===== src/sfe_regs.svh =====
// Constants shared by the serial flash erase and sleep ends.
`ifndef SFE_REGS_SVH
`define SFE_REGS_SVH
`define SFE_OP_UNLOCK 8'h06
`define SFE_OP_LOCK 8'h04
`define SFE_OP_SMALL_WIPE 8'h20
`define SFE_OP_WIPE32 8'h52
`define SFE_OP_WIPE64 8'hD8
`define SFE_OP_FULL_A 8'h60
`define SFE_OP_FULL_B 8'hC7
`define SFE_OP_LOWEST 8'hB9
`define SFE_OP_WAKE 8'hAB
`define SFE_OP_RST_EN 8'h66
`define SFE_OP_RST 8'h99
`define SFE_OP_BITS 6'h08
`define SFE_ADDR_BITS 6'h20
`define SFE_BIT_SAT 6'h21
`define SFE_OP_MSB 31
`define SFE_OP_LSB 24
`define SFE_MEM_TOP 19
`define SFE_B64_LSB 16
`define SFE_BLOCKS 5'h10
`define SFE_LVL_ALL 3'h5
`define SFE_MASK_4K 20'h00FFF
`define SFE_MASK_32K 20'h07FFF
`define SFE_MASK_64K 20'h0FFFF
`define SFE_MASK_ALL 20'hFFFFF
`define SFE_CLK_MHZ 200
`define SFE_NS_PER_US 1000
`define SFE_SMALL_WIPE_US 50000
`define SFE_BLOCK_WIPE_US 150000
`define SFE_FULL_WIPE_US 2000000
`define SFE_SLEEP_ENTRY_NS 3000
`define SFE_RELEASE_NS 3000
`define SFE_GAP_NS 100
`define SFE_HALF_CYC 8
`define SFE_REG_CMD 4'h0
`define SFE_REG_ADDR 4'h4
`define SFE_REG_STAT 4'h8
`define SFE_CMD_WITH_ADDR 8
`define SFE_RESP_OK 2'h0
`define SFE_RESP_ERR 2'h2
`endif


===== src/sfe_pkg.sv =====
// Types shared by the serial flash erase and sleep ends.
package sfe_pkg;
  typedef enum logic [1:0] {SFE_W4K, SFE_W32K, SFE_W64K, SFE_WALL} sfe_wipe_type;
  typedef enum logic [1:0] {SFE_STANDBY, SFE_WIPING, SFE_SLEEP_WAIT, SFE_SLEEPING} sfe_dev_type;
  typedef enum logic [2:0] {SFE_H_IDLE, SFE_H_LOW, SFE_H_HIGH, SFE_H_TAIL, SFE_H_GAP} sfe_host_type;
endpackage : sfe_pkg


===== src/sfe_link_if.sv =====
// Three-wire serial link between host controller and flash device.
interface sfe_link_if;
  logic cs_n;
  logic sclk;
  logic si;
  modport host (
    output cs_n,
    output sclk,
    output si
  );
  modport flash (
    input cs_n,
    input sclk,
    input si
  );
endinterface : sfe_link_if


===== src/sfe_sync.sv =====
// Two-stage synchroniser for link pins entering the core clock domain.
module sfe_sync #(
  parameter int W = 1,
  parameter logic [W-1:0] RST_VAL = '0
) (
  input logic aclk, // Core clock.
  input logic aresetn, // Synchronous reset, active low.
  input logic [W-1:0] d, // Asynchronous inputs.
  output logic [W-1:0] q // Synchronised outputs.
);
  logic [W-1:0] meta_ff;
  logic [W-1:0] sync_ff;

  always_ff @(posedge aclk) begin
    if (!aresetn) begin
      meta_ff <= RST_VAL;
      sync_ff <= RST_VAL;
    end else begin
      meta_ff <= d;
      sync_ff <= meta_ff;
    end
  end

  assign q = sync_ff;
endmodule : sfe_sync


===== src/sfe_flash_dev.sv =====
// Flash device end: erase decoding, protection, busy timing and deep power-down.
`include "sfe_regs.svh"
module sfe_flash_dev #(
  parameter int CLK_MHZ = `SFE_CLK_MHZ,
  parameter int SMALL_WIPE_US = `SFE_SMALL_WIPE_US,
  parameter int BLOCK_WIPE_US = `SFE_BLOCK_WIPE_US,
  parameter int FULL_WIPE_US = `SFE_FULL_WIPE_US,
  parameter int SLEEP_ENTRY_NS = `SFE_SLEEP_ENTRY_NS
) (
  input logic aclk, // Core clock.
  input logic aresetn, // Synchronous reset, active low; stands for power-up.
  sfe_link_if.flash link, // Serial link from the host.
  input logic [4:0] protect_level_bits, // Block protect level setting.
  input logic protect_complement, // Inverts the protected area.
  output logic busy_flag, // High while an erase cycle runs.
  output logic write_latch_flag, // Write latch state.
  output logic asleep, // High while in deep power-down.
  output logic wipe_start, // One-cycle pulse when an erase begins.
  output logic [1:0] wipe_kind, // Kind of the erase last started.
  output logic [19:0] wipe_base // Aligned base of the erase last started.
);
  localparam int SMALL_CYC = SMALL_WIPE_US * CLK_MHZ;
  localparam int BLOCK_CYC = BLOCK_WIPE_US * CLK_MHZ;
  localparam int FULL_CYC = FULL_WIPE_US * CLK_MHZ;
  localparam int SLEEP_CYC = (SLEEP_ENTRY_NS * CLK_MHZ + `SFE_NS_PER_US - 1) / `SFE_NS_PER_US;

  if (SMALL_CYC < 1 || BLOCK_CYC < 1 || FULL_CYC < 1 || SLEEP_CYC < 1) begin : g_chk
    $error("sfe_flash_dev: every timed interval needs at least one cycle");
  end

  // ****************************************
  // Helper functions
  // ****************************************
  function automatic logic [19:0] unit_mask(input sfe_pkg::sfe_wipe_type k);
    logic [19:0] m;
    m = `SFE_MASK_ALL;
    case (k)
      sfe_pkg::SFE_W4K: m = `SFE_MASK_4K;
      sfe_pkg::SFE_W32K: m = `SFE_MASK_32K;
      sfe_pkg::SFE_W64K: m = `SFE_MASK_64K;
      default: m = `SFE_MASK_ALL;
    endcase
    return m;
  endfunction : unit_mask

  // Protection works in 64KB blocks, from the top or, with level bit 3, the bottom.
  function automatic logic prot_hit(input logic [19:0] a, input logic [4:0] lvl,
                                    input logic cmp);
    logic [4:0] blocks;
    logic [4:0] blk;
    logic hit;
    blk = {1'b0, a[`SFE_MEM_TOP:`SFE_B64_LSB]};
    if (lvl[2:0] == 3'h0) begin
      blocks = 5'h00;
    end else if (lvl[2:0] >= `SFE_LVL_ALL) begin
      blocks = `SFE_BLOCKS;
    end else begin
      blocks = 5'h01 << (lvl[2:0] - 3'h1);
    end
    if (lvl[3]) begin
      hit = blk < blocks;
    end else begin
      hit = blk >= (`SFE_BLOCKS - blocks);
    end
    return hit ^ cmp;
  endfunction : prot_hit

  // A unit is protected when either end of it lies in the protected area.
  function automatic logic unit_locked(input logic [19:0] a, input sfe_pkg::sfe_wipe_type k,
                                       input logic [4:0] lvl, input logic cmp);
    logic [19:0] first;
    first = a & ~unit_mask(k);
    return prot_hit(first, lvl, cmp) || prot_hit(first | unit_mask(k), lvl, cmp);
  endfunction : unit_locked

  function automatic logic [31:0] wipe_cycles(input sfe_pkg::sfe_wipe_type k);
    logic [31:0] c;
    c = 32'(BLOCK_CYC - 1);
    case (k)
      sfe_pkg::SFE_W4K: c = 32'(SMALL_CYC - 1);
      sfe_pkg::SFE_WALL: c = 32'(FULL_CYC - 1);
      default: c = 32'(BLOCK_CYC - 1);
    endcase
    return c;
  endfunction : wipe_cycles

  // ****************************************
  // Link sampling and bit shifter
  // ****************************************
  logic cs_s;
  logic sclk_s;
  logic si_s;
  logic cs_q_ff;
  logic sclk_q_ff;
  logic [31:0] shift_ff;
  logic [5:0] cnt_ff;

  sfe_sync #(.W(3), .RST_VAL(3'b100)) u_sync (
    .aclk(aclk),
    .aresetn(aresetn),
    .d({link.cs_n, link.sclk, link.si}),
    .q({cs_s, sclk_s, si_s})
  );

  always_ff @(posedge aclk) begin
    if (!aresetn) begin
      cs_q_ff <= 1'b1;
      sclk_q_ff <= 1'b0;
    end else begin
      cs_q_ff <= cs_s;
      sclk_q_ff <= sclk_s;
    end
  end

  always_ff @(posedge aclk) begin
    if (!aresetn) begin
      shift_ff <= 32'h0;
      cnt_ff <= 6'h00;
    end else if (cs_s) begin
      cnt_ff <= 6'h00;
    end else if (sclk_s && !sclk_q_ff) begin
      shift_ff <= {shift_ff[30:0], si_s};
      if (cnt_ff != `SFE_BIT_SAT) begin
        cnt_ff <= cnt_ff + 6'h01;
      end
    end
  end

  // ****************************************
  // Command decode at the end of a frame
  // ****************************************
  sfe_pkg::sfe_dev_type state_ff;
  logic [31:0] timer_ff;
  logic wel_ff;
  logic armed_ff;
  logic frame_end;
  logic short_ok;
  logic long_ok;
  logic [7:0] op8;
  logic [7:0] op32;
  logic go_wipe;
  logic go_sleep;
  logic go_wake;
  logic go_soft_rst;
  sfe_pkg::sfe_wipe_type go_kind;

  always_comb begin
    frame_end = cs_s && !cs_q_ff;
    short_ok = frame_end && (cnt_ff == `SFE_OP_BITS);
    long_ok = frame_end && (cnt_ff == `SFE_ADDR_BITS);
    op8 = shift_ff[7:0];
    op32 = shift_ff[`SFE_OP_MSB:`SFE_OP_LSB];
    go_wipe = 1'b0;
    go_kind = sfe_pkg::SFE_WALL;
    if (long_ok && op32 == `SFE_OP_SMALL_WIPE) begin
      go_wipe = 1'b1;
      go_kind = sfe_pkg::SFE_W4K;
    end else if (long_ok && op32 == `SFE_OP_WIPE32) begin
      go_wipe = 1'b1;
      go_kind = sfe_pkg::SFE_W32K;
    end else if (long_ok && op32 == `SFE_OP_WIPE64) begin
      go_wipe = 1'b1;
      go_kind = sfe_pkg::SFE_W64K;
    end else if (short_ok && (op8 == `SFE_OP_FULL_A || op8 == `SFE_OP_FULL_B)) begin
      go_wipe = 1'b1;
      go_kind = sfe_pkg::SFE_WALL;
    end
    if (unit_locked(shift_ff[19:0], go_kind, protect_level_bits, protect_complement)) begin
      go_wipe = 1'b0;
    end
    go_wipe = go_wipe && wel_ff && (state_ff == sfe_pkg::SFE_STANDBY);
    go_sleep = short_ok && op8 == `SFE_OP_LOWEST && state_ff == sfe_pkg::SFE_STANDBY;
    go_soft_rst = short_ok && op8 == `SFE_OP_RST && armed_ff;
    go_wake = (short_ok && op8 == `SFE_OP_WAKE) || go_soft_rst;
  end

  // ****************************************
  // Device state and cycle timer
  // ****************************************
  always_ff @(posedge aclk) begin
    if (!aresetn) begin
      state_ff <= sfe_pkg::SFE_STANDBY;
      timer_ff <= 32'h0;
    end else begin
      case (state_ff)
        sfe_pkg::SFE_STANDBY: begin
          if (go_wipe) begin
            state_ff <= sfe_pkg::SFE_WIPING;
            timer_ff <= wipe_cycles(go_kind);
          end else if (go_sleep) begin
            state_ff <= sfe_pkg::SFE_SLEEP_WAIT;
            timer_ff <= 32'(SLEEP_CYC - 1);
          end
        end
        sfe_pkg::SFE_WIPING: begin
          if (timer_ff == 32'h0) begin
            state_ff <= sfe_pkg::SFE_STANDBY;
          end else begin
            timer_ff <= timer_ff - 32'h1;
          end
        end
        sfe_pkg::SFE_SLEEP_WAIT: begin
          if (go_wake) begin
            state_ff <= sfe_pkg::SFE_STANDBY;
          end else if (timer_ff == 32'h0) begin
            state_ff <= sfe_pkg::SFE_SLEEPING;
          end else begin
            timer_ff <= timer_ff - 32'h1;
          end
        end
        sfe_pkg::SFE_SLEEPING: begin
          if (go_wake) begin
            state_ff <= sfe_pkg::SFE_STANDBY;
          end
        end
        default: state_ff <= sfe_pkg::SFE_STANDBY;
      endcase
    end
  end

  // ****************************************
  // Write latch and reset arming
  // ****************************************
  always_ff @(posedge aclk) begin
    if (!aresetn) begin
      wel_ff <= 1'b0;
    end else if (go_wipe || go_soft_rst) begin
      wel_ff <= 1'b0;
    end else if (short_ok && state_ff == sfe_pkg::SFE_STANDBY) begin
      if (op8 == `SFE_OP_UNLOCK) begin
        wel_ff <= 1'b1;
      end else if (op8 == `SFE_OP_LOCK) begin
        wel_ff <= 1'b0;
      end
    end
  end

  // The reset pair must be two back-to-back frames; any other frame disarms.
  always_ff @(posedge aclk) begin
    if (!aresetn) begin
      armed_ff <= 1'b0;
    end else if (frame_end) begin
      armed_ff <= short_ok && op8 == `SFE_OP_RST_EN && state_ff != sfe_pkg::SFE_WIPING;
    end
  end

  // ****************************************
  // Registered outputs
  // ****************************************
  logic busy_ff;
  logic asleep_ff;
  logic wipe_start_ff;
  logic [1:0] wipe_kind_ff;
  logic [19:0] wipe_base_ff;

  always_ff @(posedge aclk) begin
    if (!aresetn) begin
      busy_ff <= 1'b0;
      asleep_ff <= 1'b0;
      wipe_start_ff <= 1'b0;
      wipe_kind_ff <= 2'h0;
      wipe_base_ff <= 20'h0;
    end else begin
      busy_ff <= state_ff == sfe_pkg::SFE_WIPING;
      asleep_ff <= state_ff == sfe_pkg::SFE_SLEEPING;
      wipe_start_ff <= go_wipe;
      if (go_wipe) begin
        wipe_kind_ff <= go_kind;
        wipe_base_ff <= shift_ff[19:0] & ~unit_mask(go_kind);
      end
    end
  end

  assign busy_flag = busy_ff;
  assign write_latch_flag = wel_ff;
  assign asleep = asleep_ff;
  assign wipe_start = wipe_start_ff;
  assign wipe_kind = wipe_kind_ff;
  assign wipe_base = wipe_base_ff;
endmodule : sfe_flash_dev


===== src/flat_wrapper.sv =====
// flat-port wrapper written by rule: the top's interface ports become plain ports
module sfe_flash_dev_flat 
#(
  parameter int CLK_MHZ = `SFE_CLK_MHZ,
  parameter int SMALL_WIPE_US = `SFE_SMALL_WIPE_US,
  parameter int BLOCK_WIPE_US = `SFE_BLOCK_WIPE_US,
  parameter int FULL_WIPE_US = `SFE_FULL_WIPE_US,
  parameter int SLEEP_ENTRY_NS = `SFE_SLEEP_ENTRY_NS
)
  (aclk, aresetn, protect_level_bits, protect_complement, busy_flag, write_latch_flag, asleep, wipe_start, wipe_kind, wipe_base, link_cs_n, link_sclk, link_si);
  sfe_link_if link_i ();
  input logic aclk;
  input logic aresetn;
  input logic [4:0] protect_level_bits;
  input logic protect_complement;
  output logic busy_flag;
  output logic write_latch_flag;
  output logic asleep;
  output logic wipe_start;
  output logic [1:0] wipe_kind;
  output logic [19:0] wipe_base;
  input wire logic [$bits(link_i.cs_n)-1:0] link_cs_n;
  input wire logic [$bits(link_i.sclk)-1:0] link_sclk;
  input wire logic [$bits(link_i.si)-1:0] link_si;
  assign link_i.cs_n = link_cs_n;
  assign link_i.sclk = link_sclk;
  assign link_i.si = link_si;
  sfe_flash_dev #(.CLK_MHZ(CLK_MHZ), .SMALL_WIPE_US(SMALL_WIPE_US), .BLOCK_WIPE_US(BLOCK_WIPE_US), .FULL_WIPE_US(FULL_WIPE_US), .SLEEP_ENTRY_NS(SLEEP_ENTRY_NS)) u_core (.aclk(aclk), .aresetn(aresetn), .link(link_i), .protect_level_bits(protect_level_bits), .protect_complement(protect_complement), .busy_flag(busy_flag), .write_latch_flag(write_latch_flag), .asleep(asleep), .wipe_start(wipe_start), .wipe_kind(wipe_kind), .wipe_base(wipe_base));
endmodule

===== config.mk =====
export PLATFORM = sky130hd
export DESIGN_NAME = sfe_flash_dev_flat
export DESIGN_NICKNAME = d
export VERILOG_FILES = /design/src/sfe_pkg.sv /design/src/sfe_link_if.sv /design/src/sfe_sync.sv /design/src/sfe_flash_dev.sv /design/src/flat_wrapper.sv
export VERILOG_INCLUDE_DIRS = /design/src
export SDC_FILE = /design/constraint.sdc
export NUM_CORES = 1
export LEC_CHECK = 0
export ABC_AREA = 1
export BUFFER_PORTS_ARGS = -buffer_cell sky130_fd_sc_hd__buf_4
export CAP_MARGIN = 20
export CORE_MARGIN = 2
export CORE_UTILIZATION = 35
export CTS_CLUSTER_DIAMETER = 30
export DETAILED_ROUTE_END_ITERATION = 6
export PLACE_DENSITY = 0.56
export SLEW_MARGIN = 20
export SYNTH_ARGS = -nofsm -noshare
export SYNTH_HDL_FRONTEND = slang
export SYNTH_SLANG_ARGS = --single-unit

===== constraint.sdc =====
create_clock -name aclk -period 4.2 [get_ports aclk]
set_input_delay 0.42 -clock aclk [delete_from_list [all_inputs] [get_ports aclk]]
set_output_delay 0.42 -clock aclk [all_outputs]
set_load 0.1 [all_outputs]

# --- Word-level counts from Yosys, hierarchy flattened ---
# Cells that the tools add are included.
op_classes:
  add_sub_neg: 4
  mul: 0
  n_div: 0
  order_cmp: 5
  n_eq_ne: 26
  shift: 1
  muxes: 30
  bitwise: 9
  n_reduce_logical: 37
op_table:
  columns: ["operator", "count"]
  rows:
  - ["2-to-1 mux 32 bit", 4]
  - ["one-hot mux 32 bit (3 select lines)", 1]
  - ["one-hot mux 20 bit (3 select lines)", 1]
  - ["one-hot mux 29 bit (2 select lines)", 1]
  - ["bitwise AND 20 bit", 2]
  - ["== test 8 bit (second input constant)", 5]
  - ["2-to-1 mux 20 bit", 2]
  - ["inverter 20 bit", 2]
  - ["logical NOT 32 bit", 1]
  - ["subtractor 32 x 1 -> 32 bit (second input constant)", 1]
  - ["== test 8 x 7 -> 1 bit (second input constant)", 3]
  - ["bitwise OR 20 bit", 1]
  - ["logical AND 1 bit", 18]
  - ["== test 8 x 3 -> 1 bit (second input constant)", 2]
  - ["2-to-1 mux 2 bit", 8]
  - [">= comparator 4 x 5 -> 1 bit", 2]
  - ["less-than comparator 4 x 5 -> 1 bit", 2]
  - ["2-to-1 mux 1 bit", 10]
  - ["2-to-1 mux 5 bit", 2]
  - ["== test 2 bit (second input constant)", 4]
  - ["== test 8 x 6 -> 1 bit (second input constant)", 1]
  - ["one-hot mux 2 bit (4 select lines)", 1]
  - ["adder 6 x 1 -> 6 bit (second input constant)", 1]
  - ["== test 6 x 4 -> 1 bit (second input constant)", 1]
  - ["22 further kinds", 36]
totals:
  reg_bits: 107
  latch_bits: 0
  ramBits: 0
  romBits: 0
  inputBits: 11
  memories: 0

# --- Depth between registers and ports, before layout ---
depth:
  depth_word: 23
  depth_mapped: 32

# --- By module ---
# From an unflattened synthesis, not the netlist that was laid out.
hier_totals:
  cells_unflattened: 875
  hier_area_um2: 5612.9
modules_own_cells:
  columns: ["mod", "instances", "cells_per_inst", "area_each_um2", "seq_area_each_um2"]
  rows:
  - ["sfe_flash_dev", 1, 857, 5447.7, 1781.7]
  - ["sfe_sync", 1, 18, 165.2, 120.1]

# --- Worst setup path before layout ---
# Ideal clock, no wire load.
synth_timing:
  kind: "input port to flip-flop"
  start: "in protect_level_bits[2]"
  end: "reg u_core.timer_ff[23]"
  setup_ns: 0.113
  arrival_ns: 3.124
  required_ns: 4.087
  slack_ns: 0.963
  path_stages: 26
  n_path_buf: 2
  cell_sequence: "inv_1 -> ha_1 -> inv_1 -> nor2_2 -> nand2_1 -> inv_1 -> nand3_1 -> ha_1 -> xnor2_1 -> ha_1 -> nand2_1 -> nand2_1 -> nand2_1 -> nand2_1 -> nand2_1 -> nand2_1 -> nand2_2 -> nand2_1 -> nand2_2 -> nand3_4 -> nand2_4 -> nand2_2 -> buf_6 -> buf_6 -> nor2_1 -> nor2_1"
synth_between:
  elab_chain_cells: 14
  elab_cells_between_ends: 23
  classes_between: "add/sub: 2; order compare: 5; eq/ne: 1; shift: 1; mux: 7; bitwise: 2; reduce/logical: 5"
synth_lines:
  columns: ["item", "line", "text"]
  rows:
  - ["start, declared", "flat_wrapper.sv:14", "input logic [4:0] protect_level_bits;"]
  - ["subtractor 3 x 1 -> 3 bit", "sfe_flash_dev.sv:58", "blocks = 5'h01 << (lvl[2:0] - 3'h1);"]
  - ["<< shifter 1 x 3 -> 5 bit", "sfe_flash_dev.sv:58", null]
  - ["2-to-1 mux 5 bit", "sfe_flash_dev.sv:55", "end else if (lvl[2:0] >= `SFE_LVL_ALL) begin"]
  - ["2-to-1 mux 5 bit *", "sfe_flash_dev.sv:53", "if (lvl[2:0] == 3'h0) begin"]
  - ["subtractor 5 bit (no line)", null, null]
  - [">= comparator 4 x 5 -> 1 bit", "sfe_flash_dev.sv:63", "hit = blk >= (`SFE_BLOCKS - blocks);"]
  - ["2-to-1 mux 1 bit", "sfe_flash_dev.sv:60", "if (lvl[3]) begin"]
  - ["XOR 1 bit", "sfe_flash_dev.sv:65", "return hit ^ cmp;"]
  - ["logical OR 1 bit *", "sfe_flash_dev.sv:73", "return prot_hit(first, lvl, cmp) || prot_hit(first | unit_mask(k), lvl, cmp);"]
  - ["2-to-1 mux 1 bit *", "sfe_flash_dev.sv:168", "if (unit_locked(shift_ff[19:0], go_kind, protect_level_bits, protect_complement)) begin"]
  - ["logical AND 1 bit * (2 in a row)", "sfe_flash_dev.sv:171", "go_wipe = go_wipe && wel_ff && (state_ff == sfe_pkg::SFE_STANDBY);"]
  - ["!= test 3 x 1 -> 1 bit (no line) or 2-to-1 mux 32 bit (tied branches)", null, null]
  - ["AND reduction 3 bit (no line) or one-hot mux 32 bit (3 select lines) (tied branches)", null, null]
  - ["end signal, assigned", "sfe_flash_dev.sv:189", "timer_ff <= wipe_cycles(go_kind);"]
  - ["end signal, assigned", "sfe_flash_dev.sv:192", "timer_ff <= 32'(SLEEP_CYC - 1);"]
  - ["end signal, assigned", "sfe_flash_dev.sv:199", "timer_ff <= timer_ff - 32'h1;"]
  - ["end, declared", "sfe_flash_dev.sv:133", "logic [31:0] timer_ff;"]
# Mark *: on every way between the ends. The rest lies on a longest branch, timed or not.
# A chain may end at the register's enable or synchronous reset.

# --- Final worst setup path ---
layout_timing:
  start: "reg u_core.cnt_ff[0]"
  end: "reg u_core.timer_ff[10]"
layout_between:
  elab_chain_cells: 20
  elab_cells_between_ends: 47
  classes_between: "order compare: 4; eq/ne: 7; mux: 14; bitwise: 5; reduce/logical: 17"
layout_lines:
  columns: ["item", "line", "text"]
  rows:
  - ["start, declared", "sfe_flash_dev.sv:96", "logic [5:0] cnt_ff;"]
  - ["start signal, assigned", "sfe_flash_dev.sv:124", "cnt_ff <= cnt_ff + 6'h01;"]
  - ["== test 6 bit (no line) *", null, null]
  - ["logical AND 1 bit *", "sfe_flash_dev.sv:150", "long_ok = frame_end && (cnt_ff == `SFE_ADDR_BITS);"]
  - ["logical AND 1 bit (no line)", null, null]
  - ["2-to-1 mux 1 bit", "sfe_flash_dev.sv:161", "end else if (long_ok && op32 == `SFE_OP_WIPE64) begin"]
  - ["2-to-1 mux 2 bit", "sfe_flash_dev.sv:158", "end else if (long_ok && op32 == `SFE_OP_WIPE32) begin"]
  - ["2-to-1 mux 2 bit *", "sfe_flash_dev.sv:155", "if (long_ok && op32 == `SFE_OP_SMALL_WIPE) begin"]
  - ["via u_core.go_kind[0]", "sfe_flash_dev.sv:145", "sfe_pkg::sfe_wipe_type go_kind;"]
  - ["== test 2 bit (tied with other cells)", "sfe_flash_dev.sv:37", "case (k)"]
  - ["[... 4 more ...]", null, null]
  - [">= comparator 4 x 5 -> 1 bit or less-than comparator 4 x 5 -> 1 bit (tied branches)", "sfe_flash_dev.sv:63, sfe_flash_dev.sv:61", null]
  - ["2-to-1 mux 1 bit", "sfe_flash_dev.sv:60", null]
  - ["XOR 1 bit", "sfe_flash_dev.sv:65", null]
  - ["logical OR 1 bit", "sfe_flash_dev.sv:73", null]
  - ["2-to-1 mux 1 bit", "sfe_flash_dev.sv:168", null]
  - ["logical AND 1 bit (2 in a row)", "sfe_flash_dev.sv:171", null]
  - ["!= test 3 x 1 -> 1 bit (no line) or 2-to-1 mux 32 bit (tied branches)", null, null]
  - ["AND reduction 3 bit (no line) or one-hot mux 32 bit (3 select lines) (tied branches)", null, null]
# Mark *: on every way through the listed nets, which the timed path passes. The rest lies on a longest branch.

==> flow_summary_export.csv <==
group,metric,value,unit
grt,grt_pass1_wl,22300,microns
route,ant_nets,0,
power,p_leak,2.94,nW
setup_path,path_common_cell,"nand2_1",
synth,synth_cell_types,37,
sta,setup_viol,0,
synth,ys_seq_area_frac,0.336,
place,dp_hpwl,9320,microns
cts,tritoncts,"yes",
grt,top_usage_layer,"met2",
floorplanning,dieHeight,131,microns
cts,cts_made_buffers,9,
place,dp.cells,1096,
sta,slew_violations,0,
setup_path,worst_setup_path_start_kind,"register",
route,route.detailed.drc,0,
sta,fmax,0.271,GHz
grt,antenna_found_initial,0,
floorplanning,fp.dieW,131,microns
sta,final_hold_viol_count,0,
sta,fin_crit_sh,0.879,
setup_path,crit_type,"register to register",
setup_path,cp.arrival,3950,ps
route,viasPerCell,4.64,
power,cellPowerDensity,610,nW/um^2
synth,netlist_area,5650,sq um
synth,syn_inst,873,
route,dr.pass1.iters,4,
setup_path,r2r_slack,510,ps
floorplanning,rows,46,
grt,gr-usage-met3,0.0397,
floorplanning,io_pins,37,
synth,synth-seq-cells,95,
synth,synth-edff-count,0,
floorplanning,start_util,0.357,
setup_path,crit_required,4450,ps
route,wire_per_inst,11.9,microns
sta,grt_setup_unrepaired,"no",
job,drv_cap,0,
layout,finalNonFillerCells,1113,
route,vias,5161,
grt,grt_pass1_vias,4637,
min_path,hold_class,"input pin to register",
cts,hold_buffers,0,
layout,fin_util,0.402,
synth,yosysWarnings,0,
cts,cts.reportedPaths.clkPinSlew,70,ps
sta,slew_headroom,0.295,
sta,worstMarginPinSlew,1050,ps
setup_path,slowest_delay,350,ps
grt,grt_use_met1,0.203,
grt,grt-ovfl-total,0,
sta,fin_ws,507,ps
route,routed_wl,13200,microns
place,io_buffers,23,
power,fin_total_pwr,3.88,mW
synth,synth_flop_cell,"dfxtp_1",
layout,diodes,0,
floorplanning,dieArea,17200,sq um
layout,syn_to_final_growth,12.5,%
route,drt-initial-drc-count,272,
layout,fin_nets,932,
floorplanning,coreArea,15800,sq um
grt,grt_max_degree,58,
layout,layout_common_cells,"nand2_1, nor2_1, inv_1",
sta,min_period,3690,ps
place,place.gp.congestion,0.831,
cts,clockBufferDepth,2,
layout,drive_above_1_share,0.0858,
synth,synthArstFlopShare,0,
setup_path,critPathCaptureType,"register",
outcome,status,"finished, final reports clean",
layout,layout_commonest_cell,"nand2_1",
grt,grt_usage,0.158,
power,irDropWorstVdd,414,uV
cts,clk_latency,360,ps
sta,skew,9.92,ps
grt,grtUsageMet2,0.260,
place,pre_cts_ws,352,ps
synth,synth.avg_cell_area,6.48,sq um
sta,finalSetupTns,0,ps
setup_path,cp_slowest_cell,"dfxtp_1",
setup_path,cp_max_fo,17,
cts,root_buffer,"clkbuf_16",
cts,cts.sinks,95,
cts,h-tree-depth,3,
## layer usage
layer,part of all wire,vias to the layer above
met5,0,-
met4,0.019,0
met3,0.023,12
met2,0.46,42
met1,0.50,2299
li1,-,2808
## cell families after synthesis
family                   after synthesis  synth area share
flip-flops                            95             0.336
adder cells (fa/ha/maj)               29            0.0642
XOR/XNOR                              11            0.0170
buffers and inverters                155             0.117
other                                  1          0.000663
AO/OA/AOI/OAI                        132             0.124
AND/OR/NAND/NOR                      450             0.341
## layout make-up
class | instances | area (sq um)
Tap cell | 216 | 270
Timing Repair Buffer | 37 | 282
Clock buffer | 10 | 239
Clock inverter | 6 | 100
Inverter | 115 | 432
Multi-Input combinational cell | 634 | 3140
Fill cell | 1696 | 9470
Sequential cell | 95 | 1900
## flip-flops by register name, summed over array words and instances, names as in the netlist
signal / cells
u_core.armed_ff: 1
u_core.asleep: 1
u_core.busy_flag: 1
u_core.cnt_ff: 6
u_core.cs_q_ff: 1
u_core.sclk_q_ff: 1
u_core.shift_ff: 32
u_core.state_ff: 2
u_core.timer_ff: 32
u_core.u_sync.meta_ff: 3
u_core.u_sync.q: 3
u_core.wipe_base: 8
u_core.wipe_kind: 2
u_core.wipe_start: 1
u_core.write_latch_flag: 1
## repair_timing
action / in CTS / in global routing
setup buffers: 0 / 1
endpoints found under the setup margin: 0 / 18
gates resized for setup: 0 / 3
## power by group
part	internal (mW)	switching, mW	total [mW]
sequential	1.03	0.116	1.14
clock	0.550	0.389	0.939
combinational	0.590	1.21	1.80
total	2.17	1.72	3.88
## path summary, 6_finish.rpt
check / startpoint / cells after the start / to
hold reg to reg: u_core.u_sync.meta_ff[1] / 2 / u_core.u_sync.q[1]
hold / removal: link_sclk / 3 / u_core.u_sync.meta_ff[1]
setup / recovery: u_core.cnt_ff[0] / 30 / u_core.timer_ff[10]
setup reg to reg: u_core.cnt_ff[0] / 30 / u_core.timer_ff[10]
## synth_stat cells (2+ instances only)
| master | number | share of area |
|---|---|---|
| or2_2 | 5 | 0.0055 |
| a21o_1 | 2 | 0.0027 |
| xor2_1 | 7 | 0.011 |
| nor3_1 | 18 | 0.016 |
| buf_6 | 4 | 0.0080 |
| xnor2_1 | 4 | 0.0062 |
| ha_1 | 29 | 0.064 |
| buf_2 | 4 | 0.0035 |
| nor2_2 | 5 | 0.0055 |
| clkinv_1 | 2 | 0.0013 |
| a21oi_1 | 66 | 0.058 |
| nand3_1 | 70 | 0.062 |
| nand4_1 | 15 | 0.017 |
| nand3_4 | 2 | 0.0062 |
| nand2_1 | 189 | 0.13 |
| o21bai_1 | 3 | 0.0040 |
| dfxtp_1 | 95 | 0.34 |
| buf_4 | 12 | 0.016 |
| o21ai_0 | 55 | 0.049 |
| nand2_2 | 4 | 0.0044 |
| inv_2 | 2 | 0.0013 |
| nor4_1 | 3 | 0.0033 |
| clkbuf_1 | 19 | 0.013 |
| nor2_1 | 135 | 0.090 |
| inv_1 | 111 | 0.074 |
## worst max-delay path, delay by kind of cell, from the launching register on
kind | cells | cell delay [ps]
adder cells (fa/ha/maj) | 3 | 710
buffers and inverters | 5 | 580
flip-flops | 1 | 350
AND/OR/NAND/NOR | 22 | 1960
## metrics by stage
stage	hold WS, ps	instance area, sq um
after detailed placement	398	6010
after global routing	234	6360
after floorplan	390	5700
after global placement	392	6010
final	247	6360
after CTS	230	6340
Power figures use the tool's default switching activity.
